`src/design/dpa_pkg.sv`:
```
// constants, pin carriers and state encodings of the dual-port arbiter
package dpa_pkg;

	// pin groups of one two-wire port
	typedef struct packed {
		logic scl;
		logic sda;
	} dpa_pin_in_type;

	typedef struct packed {
		logic scl_o;
		logic scl_oe;
		logic sda_o;
		logic sda_oe;
	} dpa_pin_out_type;

	// arbiter ownership states
	typedef enum logic [1:0] {
		ARB_IDLE = 2'b00,
		ARB_DSP  = 2'b01,
		ARB_HOST = 2'b10
	} dpa_arb_type;

	// configuration-byte serial slave states
	typedef enum logic [3:0] {
		SLV_IDLE      = 4'b0000,
		SLV_DEV       = 4'b0001,
		SLV_DEV_ACK   = 4'b0010,
		SLV_DUMMY     = 4'b0011,
		SLV_DUMMY_ACK = 4'b0100,
		SLV_DATA      = 4'b0101,
		SLV_DATA_ACK  = 4'b0110,
		SLV_READ      = 4'b0111,
		SLV_READ_ACK  = 4'b1000
	} dpa_slv_type;

	// port indices
	localparam int PORT_DSP  = 0;
	localparam int PORT_HOST = 1;

	// device address bytes of the configuration byte
	localparam logic [7:0] CFG_ADDR_WR = 8'h62;
	localparam logic [7:0] CFG_ADDR_RD = 8'h63;

	// configuration byte field positions
	localparam int CFG_WE_BIT = 3;
	localparam int CFG_OVERRIDE_BIT = 2;
	localparam int CFG_CHOICE_BIT = 1;
	localparam int CFG_COUNT_BIT = 0;
	localparam int CFG_W = 4;
	localparam logic [CFG_W-1:0] CFG_RESET = 4'h0;

	// serial framing
	localparam logic [3:0] BITS_PER_BYTE = 4'h8;

	// hold-off release time
	localparam longint unsigned CLK_PERIOD_PS = 4000;
	localparam longint unsigned HOLD_TIME_S = 1;
	localparam int unsigned DPA_HOLD_CYCLES = 32'((HOLD_TIME_S * 64'd1000000000000) / CLK_PERIOD_PS);

endpackage

```
`src/design/dpa_arbiter_cfg.sv`:
```
// dual-port clock arbiter and configuration byte slave
// Overview of operation
// [RQ1] watch both port clock lines all the time to decide the owning port
// [RQ2] with both ports idle the arbiter is inactive and drives no clock line
// [RQ3] a START on one port pulls the other port's clock line low
// [RQ4] release the held clock once the initiator's clock stayed high one second
// [RQ5] the held-off master waits while stretched, then does its transfers
// [RQ6] byte layout: bit3 write enable, bits2-1 active bank, bit0 bank count
// [RQ7] bank count 0 gives two host banks, 1 gives only the lower bank
// [RQ8] host memory writes accepted only while the write-enable bit is 1
// [RQ9] write enable gates host writes only, never display writes
// [RQ10] display port writes are always allowed
// [RQ11] two banks and override bit 0: bank select pin picks lower or upper
// [RQ12] two banks and override bit 1: choice bit picks bank, pin ignored
// [RQ13] configuration byte kept in non-volatile storage across power loss
// [RQ14] both ports reach the byte, write at address 62h, read at 63h
// [RQ15] read: START, 63h, ack, one data byte, master no-ack then STOP
// [RQ16] write: START, 62h, dummy, data, STOP, each of three bytes acked
// [RQ17] dummy byte value and upper four data bits are disregarded
`timescale 1ns/1ps
`default_nettype none

module dpa_arbiter_cfg
	import dpa_pkg::*;
#(
	parameter int unsigned HOLD_CYCLES = DPA_HOLD_CYCLES
) (
	// clock and reset
	input  wire logic            ref_clk,
	input  wire logic            rstn,
	// display port pins
	input  wire dpa_pin_in_type  dsp_pin_in,
	output var  dpa_pin_out_type dsp_pin_out,
	// host port pins
	input  wire dpa_pin_in_type  host_pin_in,
	output var  dpa_pin_out_type host_pin_out,
	// bank select pin
	input  wire logic            bank_select_input,
	// non-volatile store of the configuration byte
	input  wire logic [3:0]      nv_restore_value,
	output logic                 nv_store_stb,
	output logic [3:0]           nv_store_value,
	// memory-map controls
	output logic                 host_bank_upper,
	output logic                 host_single_bank,
	output logic                 host_write_allow,
	output logic                 display_write_allow,
	output logic [1:0]           port_owner
);

	localparam int HCW = $clog2(HOLD_CYCLES + 1);
	localparam logic [HCW-1:0] HOLD_LAST = HCW'(HOLD_CYCLES - 1);

	logic [1:0] scl_s1_r, scl_s2_r, scl_d_r;
	logic [1:0] sda_s1_r, sda_s2_r, sda_d_r;
	logic       sel_s1_r, sel_s2_r;
	logic [1:0] scl_rise, scl_fall, start_det, stop_det, hold;

	// two-stage synchronisers plus one delay stage for edge finding
	always_ff @(posedge ref_clk) begin
		if (!rstn) begin
			scl_s1_r <= 2'h3;
			scl_s2_r <= 2'h3;
			scl_d_r  <= 2'h3;
			sda_s1_r <= 2'h3;
			sda_s2_r <= 2'h3;
			sda_d_r  <= 2'h3;
			sel_s1_r <= 1'b0;
			sel_s2_r <= 1'b0;
		end else begin
			scl_s1_r <= {host_pin_in.scl, dsp_pin_in.scl};
			scl_s2_r <= scl_s1_r;
			scl_d_r  <= scl_s2_r;
			sda_s1_r <= {host_pin_in.sda, dsp_pin_in.sda};
			sda_s2_r <= sda_s1_r;
			sda_d_r  <= sda_s2_r;
			sel_s1_r <= bank_select_input;
			sel_s2_r <= sel_s1_r;
		end
	end

	// bus events of both ports
	assign scl_rise  = scl_s2_r & ~scl_d_r;
	assign scl_fall  = ~scl_s2_r & scl_d_r;
	assign start_det = scl_s2_r & scl_d_r & ~sda_s2_r & sda_d_r; // RQ1
	assign stop_det  = scl_s2_r & scl_d_r & sda_s2_r & ~sda_d_r;

	dpa_arb_type    arb_r, arb_nxt;
	logic [HCW-1:0] hcnt_r, hcnt_nxt;
	logic           own_idx;

	// arbiter: owner taken on START, freed after the owner clock stays high
	always_comb begin
		arb_nxt  = arb_r;
		hcnt_nxt = hcnt_r;
		own_idx  = (arb_r == ARB_HOST);
		case (arb_r)
			ARB_IDLE: begin
				hcnt_nxt = '0;
				if (start_det[PORT_DSP]) begin
					arb_nxt = ARB_DSP; // RQ3
				end else if (start_det[PORT_HOST]) begin
					arb_nxt = ARB_HOST; // RQ3
				end
			end
			ARB_DSP, ARB_HOST: begin
				if (!scl_s2_r[own_idx]) begin
					hcnt_nxt = '0; // RQ4
				end else if (hcnt_r == HOLD_LAST) begin
					hcnt_nxt = '0;
					arb_nxt  = ARB_IDLE; // RQ4
				end else begin
					hcnt_nxt = hcnt_r + 1'b1;
				end
			end
			default: begin
				arb_nxt  = ARB_IDLE;
				hcnt_nxt = '0;
			end
		endcase
	end

	always_ff @(posedge ref_clk) begin
		if (!rstn) begin
			arb_r  <= ARB_IDLE;
			hcnt_r <= '0;
		end else begin
			arb_r  <= arb_nxt;
			hcnt_r <= hcnt_nxt;
		end
	end

	// the non-owning port has its clock stretched low
	assign hold[PORT_DSP]  = (arb_r == ARB_HOST); // RQ3 RQ2
	assign hold[PORT_HOST] = (arb_r == ARB_DSP);  // RQ3 RQ2

	logic [CFG_W-1:0] cfg_r, cfg_nxt;
	dpa_slv_type      st_r [2];
	logic [3:0]       cnt_r [2];
	logic [7:0]       sh_r [2];
	logic [1:0]       drv_r;
	logic [1:0]       commit;

	genvar p;
	generate
		for (p = 0; p < 2; p++) begin : g_port
			dpa_slv_type st_nxt;
			logic [3:0]  cnt_nxt;
			logic [7:0]  sh_nxt;
			logic        drv_nxt;

			// configuration byte slave of one port
			always_comb begin
				st_nxt    = st_r[p];
				cnt_nxt   = cnt_r[p];
				sh_nxt    = sh_r[p];
				drv_nxt   = drv_r[p];
				commit[p] = 1'b0;
				if (start_det[p]) begin
					st_nxt  = SLV_DEV;
					cnt_nxt = 4'h0;
					drv_nxt = 1'b0;
				end else if (stop_det[p]) begin
					st_nxt  = SLV_IDLE;
					drv_nxt = 1'b0;
				end else begin
					case (st_r[p])
						SLV_IDLE: begin
							drv_nxt = 1'b0;
						end
						SLV_DEV, SLV_DUMMY, SLV_DATA: begin
							if (scl_rise[p]) begin
								sh_nxt  = {sh_r[p][6:0], sda_s2_r[p]};
								cnt_nxt = cnt_r[p] + 4'h1;
							end else if (scl_fall[p] && cnt_r[p] == BITS_PER_BYTE) begin
								cnt_nxt = 4'h0;
								drv_nxt = 1'b1; // RQ16
								if (st_r[p] == SLV_DUMMY) begin
									st_nxt = SLV_DUMMY_ACK; // RQ17
								end else if (st_r[p] == SLV_DATA) begin
									st_nxt    = SLV_DATA_ACK;
									commit[p] = 1'b1; // RQ16
								end else if (sh_r[p] == CFG_ADDR_WR || sh_r[p] == CFG_ADDR_RD) begin
									st_nxt = SLV_DEV_ACK; // RQ14
								end else begin
									st_nxt  = SLV_IDLE;
									drv_nxt = 1'b0;
								end
							end
						end
						SLV_DEV_ACK: begin
							if (scl_fall[p]) begin
								if (sh_r[p][0]) begin
									st_nxt  = SLV_READ; // RQ15
									sh_nxt  = {{(8-CFG_W){1'b0}}, cfg_r} << 1;
									drv_nxt = 1'b1; // bit 7 always reads as zero
									cnt_nxt = 4'h1;
								end else begin
									st_nxt  = SLV_DUMMY;
									drv_nxt = 1'b0;
								end
							end
						end
						SLV_DUMMY_ACK: begin
							if (scl_fall[p]) begin
								st_nxt  = SLV_DATA;
								drv_nxt = 1'b0;
							end
						end
						SLV_DATA_ACK: begin
							if (scl_fall[p]) begin
								st_nxt  = SLV_IDLE; // further bytes are not acked
								drv_nxt = 1'b0;
							end
						end
						SLV_READ: begin
							if (scl_fall[p]) begin
								if (cnt_r[p] == BITS_PER_BYTE) begin
									st_nxt  = SLV_READ_ACK; // RQ15
									drv_nxt = 1'b0;
								end else begin
									drv_nxt = ~sh_r[p][7];
									sh_nxt  = {sh_r[p][6:0], 1'b0};
									cnt_nxt = cnt_r[p] + 4'h1;
								end
							end
						end
						SLV_READ_ACK: begin
							if (scl_rise[p]) begin
								st_nxt = SLV_IDLE; // RQ15
							end
						end
						default: begin
							st_nxt  = SLV_IDLE;
							drv_nxt = 1'b0;
						end
					endcase
				end
			end

			always_ff @(posedge ref_clk) begin
				if (!rstn) begin
					st_r[p]  <= SLV_IDLE;
					cnt_r[p] <= 4'h0;
					sh_r[p]  <= 8'h00;
					drv_r[p] <= 1'b0;
				end else begin
					st_r[p]  <= st_nxt;
					cnt_r[p] <= cnt_nxt;
					sh_r[p]  <= sh_nxt;
					drv_r[p] <= drv_nxt;
				end
			end

			// an address byte of 62h is acked on the following low phase
			addr_ack_a: assert property (@(posedge ref_clk) disable iff (!rstn) // RQ14
				(st_r[p] == SLV_DEV && scl_fall[p] && cnt_r[p] == 4'h8 && sh_r[p] == 8'h62
				 && !start_det[p] && !stop_det[p]) |=> (drv_r[p] && st_r[p] == SLV_DEV_ACK))
				else $error("config write address not acknowledged");
			// a read releases data after the eighth bit for the master no-ack
			read_release_a: assert property (@(posedge ref_clk) disable iff (!rstn) // RQ15
				(st_r[p] == SLV_READ_ACK) |-> !drv_r[p])
				else $error("data line driven during master acknowledge");
		end
	endgenerate

	logic loaded_r, loaded_nxt, store_nxt, store_r;
	logic bank_upper_nxt, bank_upper_r;

	// configuration byte: restored from the store, written from either port
	always_comb begin
		cfg_nxt    = cfg_r;
		loaded_nxt = 1'b1;
		store_nxt  = 1'b0;
		if (!loaded_r) begin
			cfg_nxt = nv_restore_value; // RQ13
		end else if (commit[PORT_DSP]) begin
			cfg_nxt   = sh_r[PORT_DSP][CFG_W-1:0]; // RQ17 RQ6
			store_nxt = 1'b1; // RQ13
		end else if (commit[PORT_HOST]) begin
			cfg_nxt   = sh_r[PORT_HOST][CFG_W-1:0]; // RQ17 RQ6
			store_nxt = 1'b1;
		end
		if (cfg_r[CFG_COUNT_BIT]) begin
			bank_upper_nxt = 1'b0; // RQ7
		end else if (cfg_r[CFG_OVERRIDE_BIT]) begin
			bank_upper_nxt = cfg_r[CFG_CHOICE_BIT]; // RQ12
		end else begin
			bank_upper_nxt = sel_s2_r; // RQ11
		end
	end

	always_ff @(posedge ref_clk) begin
		if (!rstn) begin
			cfg_r        <= CFG_RESET;
			loaded_r     <= 1'b0;
			store_r      <= 1'b0;
			bank_upper_r <= 1'b0;
		end else begin
			cfg_r        <= cfg_nxt;
			loaded_r     <= loaded_nxt;
			store_r      <= store_nxt;
			bank_upper_r <= bank_upper_nxt;
		end
	end

	// outputs
	assign host_bank_upper     = bank_upper_r;
	assign host_single_bank    = cfg_r[CFG_COUNT_BIT]; // RQ7
	assign host_write_allow    = cfg_r[CFG_WE_BIT]; // RQ8 RQ9
	assign display_write_allow = 1'b1; // RQ10
	assign nv_store_stb        = store_r;
	assign nv_store_value      = cfg_r;
	assign port_owner          = arb_r;
	assign dsp_pin_out  = '{scl_o: 1'b0, scl_oe: hold[PORT_DSP], sda_o: 1'b0, sda_oe: drv_r[PORT_DSP]};
	assign host_pin_out = '{scl_o: 1'b0, scl_oe: hold[PORT_HOST], sda_o: 1'b0, sda_oe: drv_r[PORT_HOST]};

	// checks on arbitration and configuration
	idle_no_drive_a: assert property (@(posedge ref_clk) disable iff (!rstn) // RQ2
		(arb_r == ARB_IDLE) |-> (!dsp_pin_out.scl_oe && !host_pin_out.scl_oe))
		else $error("clock line driven while arbiter idle");
	start_hold_a: assert property (@(posedge ref_clk) disable iff (!rstn) // RQ3
		(arb_r == ARB_IDLE && start_det[PORT_DSP]) |=> (host_pin_out.scl_oe && !dsp_pin_out.scl_oe))
		else $error("host clock not held after display start");
	release_time_a: assert property (@(posedge ref_clk) disable iff (!rstn) // RQ4
		$fell(host_pin_out.scl_oe) |-> ($past(hcnt_r) == HOLD_LAST && $past(scl_s2_r[PORT_DSP])))
		else $error("held clock released before one second high");
	release_due_a: assert property (@(posedge ref_clk) disable iff (!rstn) // RQ4
		(arb_r == ARB_HOST && scl_s2_r[PORT_HOST] && hcnt_r == HOLD_LAST) |=> (arb_r == ARB_IDLE))
		else $error("held clock not released when due");
	single_bank_a: assert property (@(posedge ref_clk) disable iff (!rstn) // RQ7
		$past(cfg_r[CFG_COUNT_BIT]) |-> !host_bank_upper)
		else $error("upper bank chosen in single bank mode");
	override_a: assert property (@(posedge ref_clk) disable iff (!rstn) // RQ12
		($past(!cfg_r[CFG_COUNT_BIT] && cfg_r[CFG_OVERRIDE_BIT])) |-> (host_bank_upper == $past(cfg_r[CFG_CHOICE_BIT])))
		else $error("bank override not applied");
	pin_bank_a: assert property (@(posedge ref_clk) disable iff (!rstn) // RQ11
		($past(!cfg_r[CFG_COUNT_BIT] && !cfg_r[CFG_OVERRIDE_BIT])) |-> (host_bank_upper == $past(sel_s2_r)))
		else $error("bank select pin not followed");
	host_gate_a: assert property (@(posedge ref_clk) disable iff (!rstn) // RQ8
		(host_write_allow == cfg_r[CFG_WE_BIT]) && display_write_allow)
		else $error("write gating wrong");
	cfg_write_a: assert property (@(posedge ref_clk) disable iff (!rstn) // RQ16
		(loaded_r && commit[PORT_HOST] && !commit[PORT_DSP])
		|=> (cfg_r == $past(sh_r[PORT_HOST][3:0]) && nv_store_stb))
		else $error("configuration write not stored");

	cov_dsp_own_c: cover property (@(posedge ref_clk) disable iff (!rstn) arb_r == ARB_DSP ##1 arb_r == ARB_IDLE);
	cov_host_write_c: cover property (@(posedge ref_clk) disable iff (!rstn) commit[PORT_HOST]);
	cov_dsp_read_c: cover property (@(posedge ref_clk) disable iff (!rstn) st_r[PORT_DSP] == SLV_READ_ACK);

endmodule

`default_nettype wire

```
`config.mk`:
```
export PLATFORM = sky130hd
export DESIGN_NAME = dpa_arbiter_cfg
export DESIGN_NICKNAME = d
export VERILOG_FILES = /design/src/design/dpa_pkg.sv /design/src/design/dpa_arbiter_cfg.sv
export SDC_FILE = /design/constraint.sdc
export NUM_CORES = 1
export LEC_CHECK = 0
export BUFFER_PORTS_ARGS = -buffer_cell sky130_fd_sc_hd__clkbuf_2
export CAP_MARGIN = 20
export CORE_MARGIN = 2
export CORE_UTILIZATION = 35
export CTS_CLUSTER_DIAMETER = 150
export DETAILED_ROUTE_END_ITERATION = 10
export GPL_TIMING_DRIVEN = 0
export PLACE_DENSITY = 0.51
export SYNTH_ARGS = -nofsm -noshare
export SYNTH_HDL_FRONTEND = slang
export SYNTH_SLANG_ARGS = --single-unit
```
`constraint.sdc`:
```
create_clock -name ref_clk -period 2.8 [get_ports ref_clk]
set_clock_uncertainty 0.2 [all_clocks]
set_input_delay 0.7 -clock ref_clk [delete_from_list [all_inputs] [get_ports ref_clk]]
set_output_delay 0.7 -clock ref_clk [all_outputs]
set_load 0.005 [all_outputs]
```
==> metrics <==
met1 GRT Util=23.39%; starting density of the core=35.62%; Core ar.=12570 µm²; first-pass GRT wire length=17840 µm; root buf cell=clkbuf_16; post-synthesis sequential area ratio=38.01%; non-filler cells in the finished layout=738; Post-Synth XOR/XNOR Area=5.674%; Synth top area share=38.01%; Syn-to-layout area delta=15.68%; GR Util met3=3.450%; Placed Cells=723; Hold Path Class=flop to flop; Arr. time, crit path=2580 ps; global-route met2 utilization=24.70%; crit path time final=2513 ps; fin area=5179 µm²; Post-Synth Simple-Gate Area=28.40%; final hold vios=0; clock transition at the registers of the reported paths=60 ps; normalized max-slew margin=46.60%; Top FF cell, synth=dfxtp_1; H-tree depth=3; Max Freq=0.3980 GHz; Initial DRC Count=255; crit-path max cell delay=510 ps; io pins=30; Post-CTS Setup Repair Bufs=0; power per cell area=561.9 nW/µm²; DP HPWL=7756 µm; commonest cells after routing, fill and taps aside=85 x dfxtp_1, 50 x nor2_1, 30 x o21ai_0, 30 x a21oi_1, 25 x nand3_1; FP Rows=41; clk_lat worst skew=340 ps; Mapped Cells=524; Antenna Cells=0; Cell Chain, Critical Path=inv_1 -> ha_1 -> and3b_1 -> a221o_1 -> or2_1 -> or4_1 -> a21oi_1; DR pass1 iterations=4; remaining antenna violation count=0; fin crit share=89.74%; GR peak layer=met2; Via Count=3863; Setup TNS=0 ps; Die Y=117.1 µm; CTS tree=yes; Synth area leader=dfxtp_1; fillcell total=1291; clk buf depth=2; startpoint types=flop; CP Capture Type=flop; vias per inst=5.234; main combinational cell family by area after synthesis=simple AND/OR/NAND/NOR gates; worst path required time=2860 ps; Die ar.=13710 µm²; RSZ-0062 raised after global routing=false; mean post-synth cell area=8.544 µm²; IO buf count=24; DRC=0; die width=117.1 µm; Compound-Gate Fraction of Synth Area=16.07%; Crit Path Max Fanout=6; synthesized area=4477 µm²; share of layout cells above drive strength 1=12.37%; leakage power=1.834 nW; post-synthesis mux area share=4.360%; GR Overflow Total=0; area of placed instances=4823 µm²; routed wire length=10560 µm; Global Route Usage Sum=16.55%; worst slew pin tran=794.4 ps; number of synthesized flops with an enable pin=0; CP max-delay cell=or4_1; Synth Area in Adders=2.236%; Area contributors post-synth=dfxtp_1 38%, nor2_1 4.2%, a21oi_1 3.4%, mux2i_1 3.4%, o21ai_0 3.4%; status=complete, no violations; Clock Sink Count=85; vias in the first global route=3627; Unique masters post-synth=66; ys async rst share=0%; GPL Wtd Cong=0.8485; Num CTS Buffers=9; routed len/inst=14.30 µm; Max Slew Vio Count=0; initial antenna violation count=0; Yosys Warn Count=0; commonest non-fill, non-tap cell in the layout=dfxtp_1; peak supply drop=286.7 µV; largest net degree at the start of global routing=15; kind of critical path=flop to flop; synthesized flop and latch total=85; fin nets=581; number of max-cap violations=0; Total Power=2.910 mW; Setup Viol. Count Final=0
## where the power goes
part	internal (mW)	switching, mW	total [mW]	leakage, nW
sequential	1.24	0.0351	1.28	0.690
combinational	0.101	0.138	0.240	0.974
clock	0.896	0.497	1.39	0.169
## area by class of cell
| type | instances | area (µm²) | share of cell area [%] |
|---|---|---|---|
| buffer | 30 | 152.6 | 2.948 |
| clock buffer | 10 | 239.0 | 4.615 |
| clock inverter | 5 | 107.6 | 2.078 |
| inverter | 20 | 75.07 | 1.450 |
| multi-input combinational | 392 | 2567 | 49.58 |
| sequential | 85 | 1702 | 32.86 |
| tap | 172 | 215.2 | 4.156 |
| timing repair buffer | 24 | 120.1 | 2.319 |
## layer usage
metal / wire [µm] / vias to the layer above
met1: 5436 / 1791
met4: 175 / 0
met2: 4534 / 72
met3: 409 / 15
met5: 0 / -
li1: - / 1985
## per-stage QoR
| step | hold slack [ps] | setup WS [ps] | utilization (%) |
|---|---|---|---|
| 2_1_floorplan | 186.3 | 484.5 | - |
| 3_3_place_gp | 191.8 | 230.1 | 38.38 |
| 3_5_place_dp | 195.5 | 196.3 | 38.38 |
| 4_1_cts | 210.5 | 164.9 | 41.13 |
| 5_1_grt | 222.6 | 81.81 | 41.20 |
| 6_report | 207.5 | 287.2 | 41.20 |
## cells by family after synthesis
group                      Yosys count
buffers and inverters               50
AOI/OAI and AO/OA                  109
and+or+nand+nor                    222
DFF                                 85
muxes                               19
adders and majority gates            8
xor gates and xnor gates            29
other                                2
## path summary, 6_finish.rpt
check	start	endpoint	slack, ps	cells after the start
max reg2reg	cnt_r[1][0]$_SDFFE_PP0P_	cnt_r[1][1]$_SDFFE_PP0P_	290	7
min	scl_s1_r[0]$_SDFF_PN1_	scl_s2_r[0]$_SDFF_PN1_	210	1
min reg2reg	scl_s1_r[0]$_SDFF_PN1_	scl_s2_r[0]$_SDFF_PN1_	210	1
max	cnt_r[1][0]$_SDFFE_PP0P_	cnt_r[1][1]$_SDFFE_PP0P_	290	7
## state kept, by name (all words and copies together), names as in the netlist, 2 cells and up
register and flops:
scl_s2_r 2, scl_s1_r 2, scl_d_r 2, st_r 8, hcnt_r 28, sda_d_r 2, nv_store_value 4, cnt_r 8
port_owner 2, sda_s2_r 2, sda_s1_r 2, sh_r 16
## synthesized netlist by cell type, types with 3 or more instances
cell type  number
mux2i_1        15
nor3_1         12
and3b_1         4
nor2_1         50
nand2b_1       18
mux2_2          4
and4_1          3
nor4bb_1        3
nor2b_1         8
ha_1            8
o32ai_1         3
nand4_1        18
o31ai_2         3
dfxtp_1        85
nor3b_1         4
or4_1           5
nand2_1        24
xor2_1         17
a211oi_1        5
buf_4           9
and2_1          6
nand4b_1        3
nand3_1        25
buf_2           5
o21ai_0        30
inv_1          19
and3_1          5
a31oi_1         5
o31ai_1         8
and4b_1         3
nor4_1          4
nand3b_1        7
a311oi_1        4
or3_1           5
a221o_1         3
xnor2_1        12
clkbuf_1       16
a21oi_1        30
## worst max-delay path, delay by kind of cell, from the launching register on
| family | cells | cell delay [ps] |
|---|---|---|
| AO/OA/AOI/OAI | 2 | 570 |
| AND/OR/NAND/NOR | 3 | 1040 |
| adder cells (fa/ha/maj) | 1 | 190 |
| buffers and inverters | 1 | 80 |
| flip-flops | 1 | 350 |
## timing repair
item	in CTS	in global routing
endpoints found under the setup margin	0	20
hold endpoints to repair	0	0
resized for setup	0	1
hold buffers	0	0
Note: power is estimated with default switching activity, not from simulation.
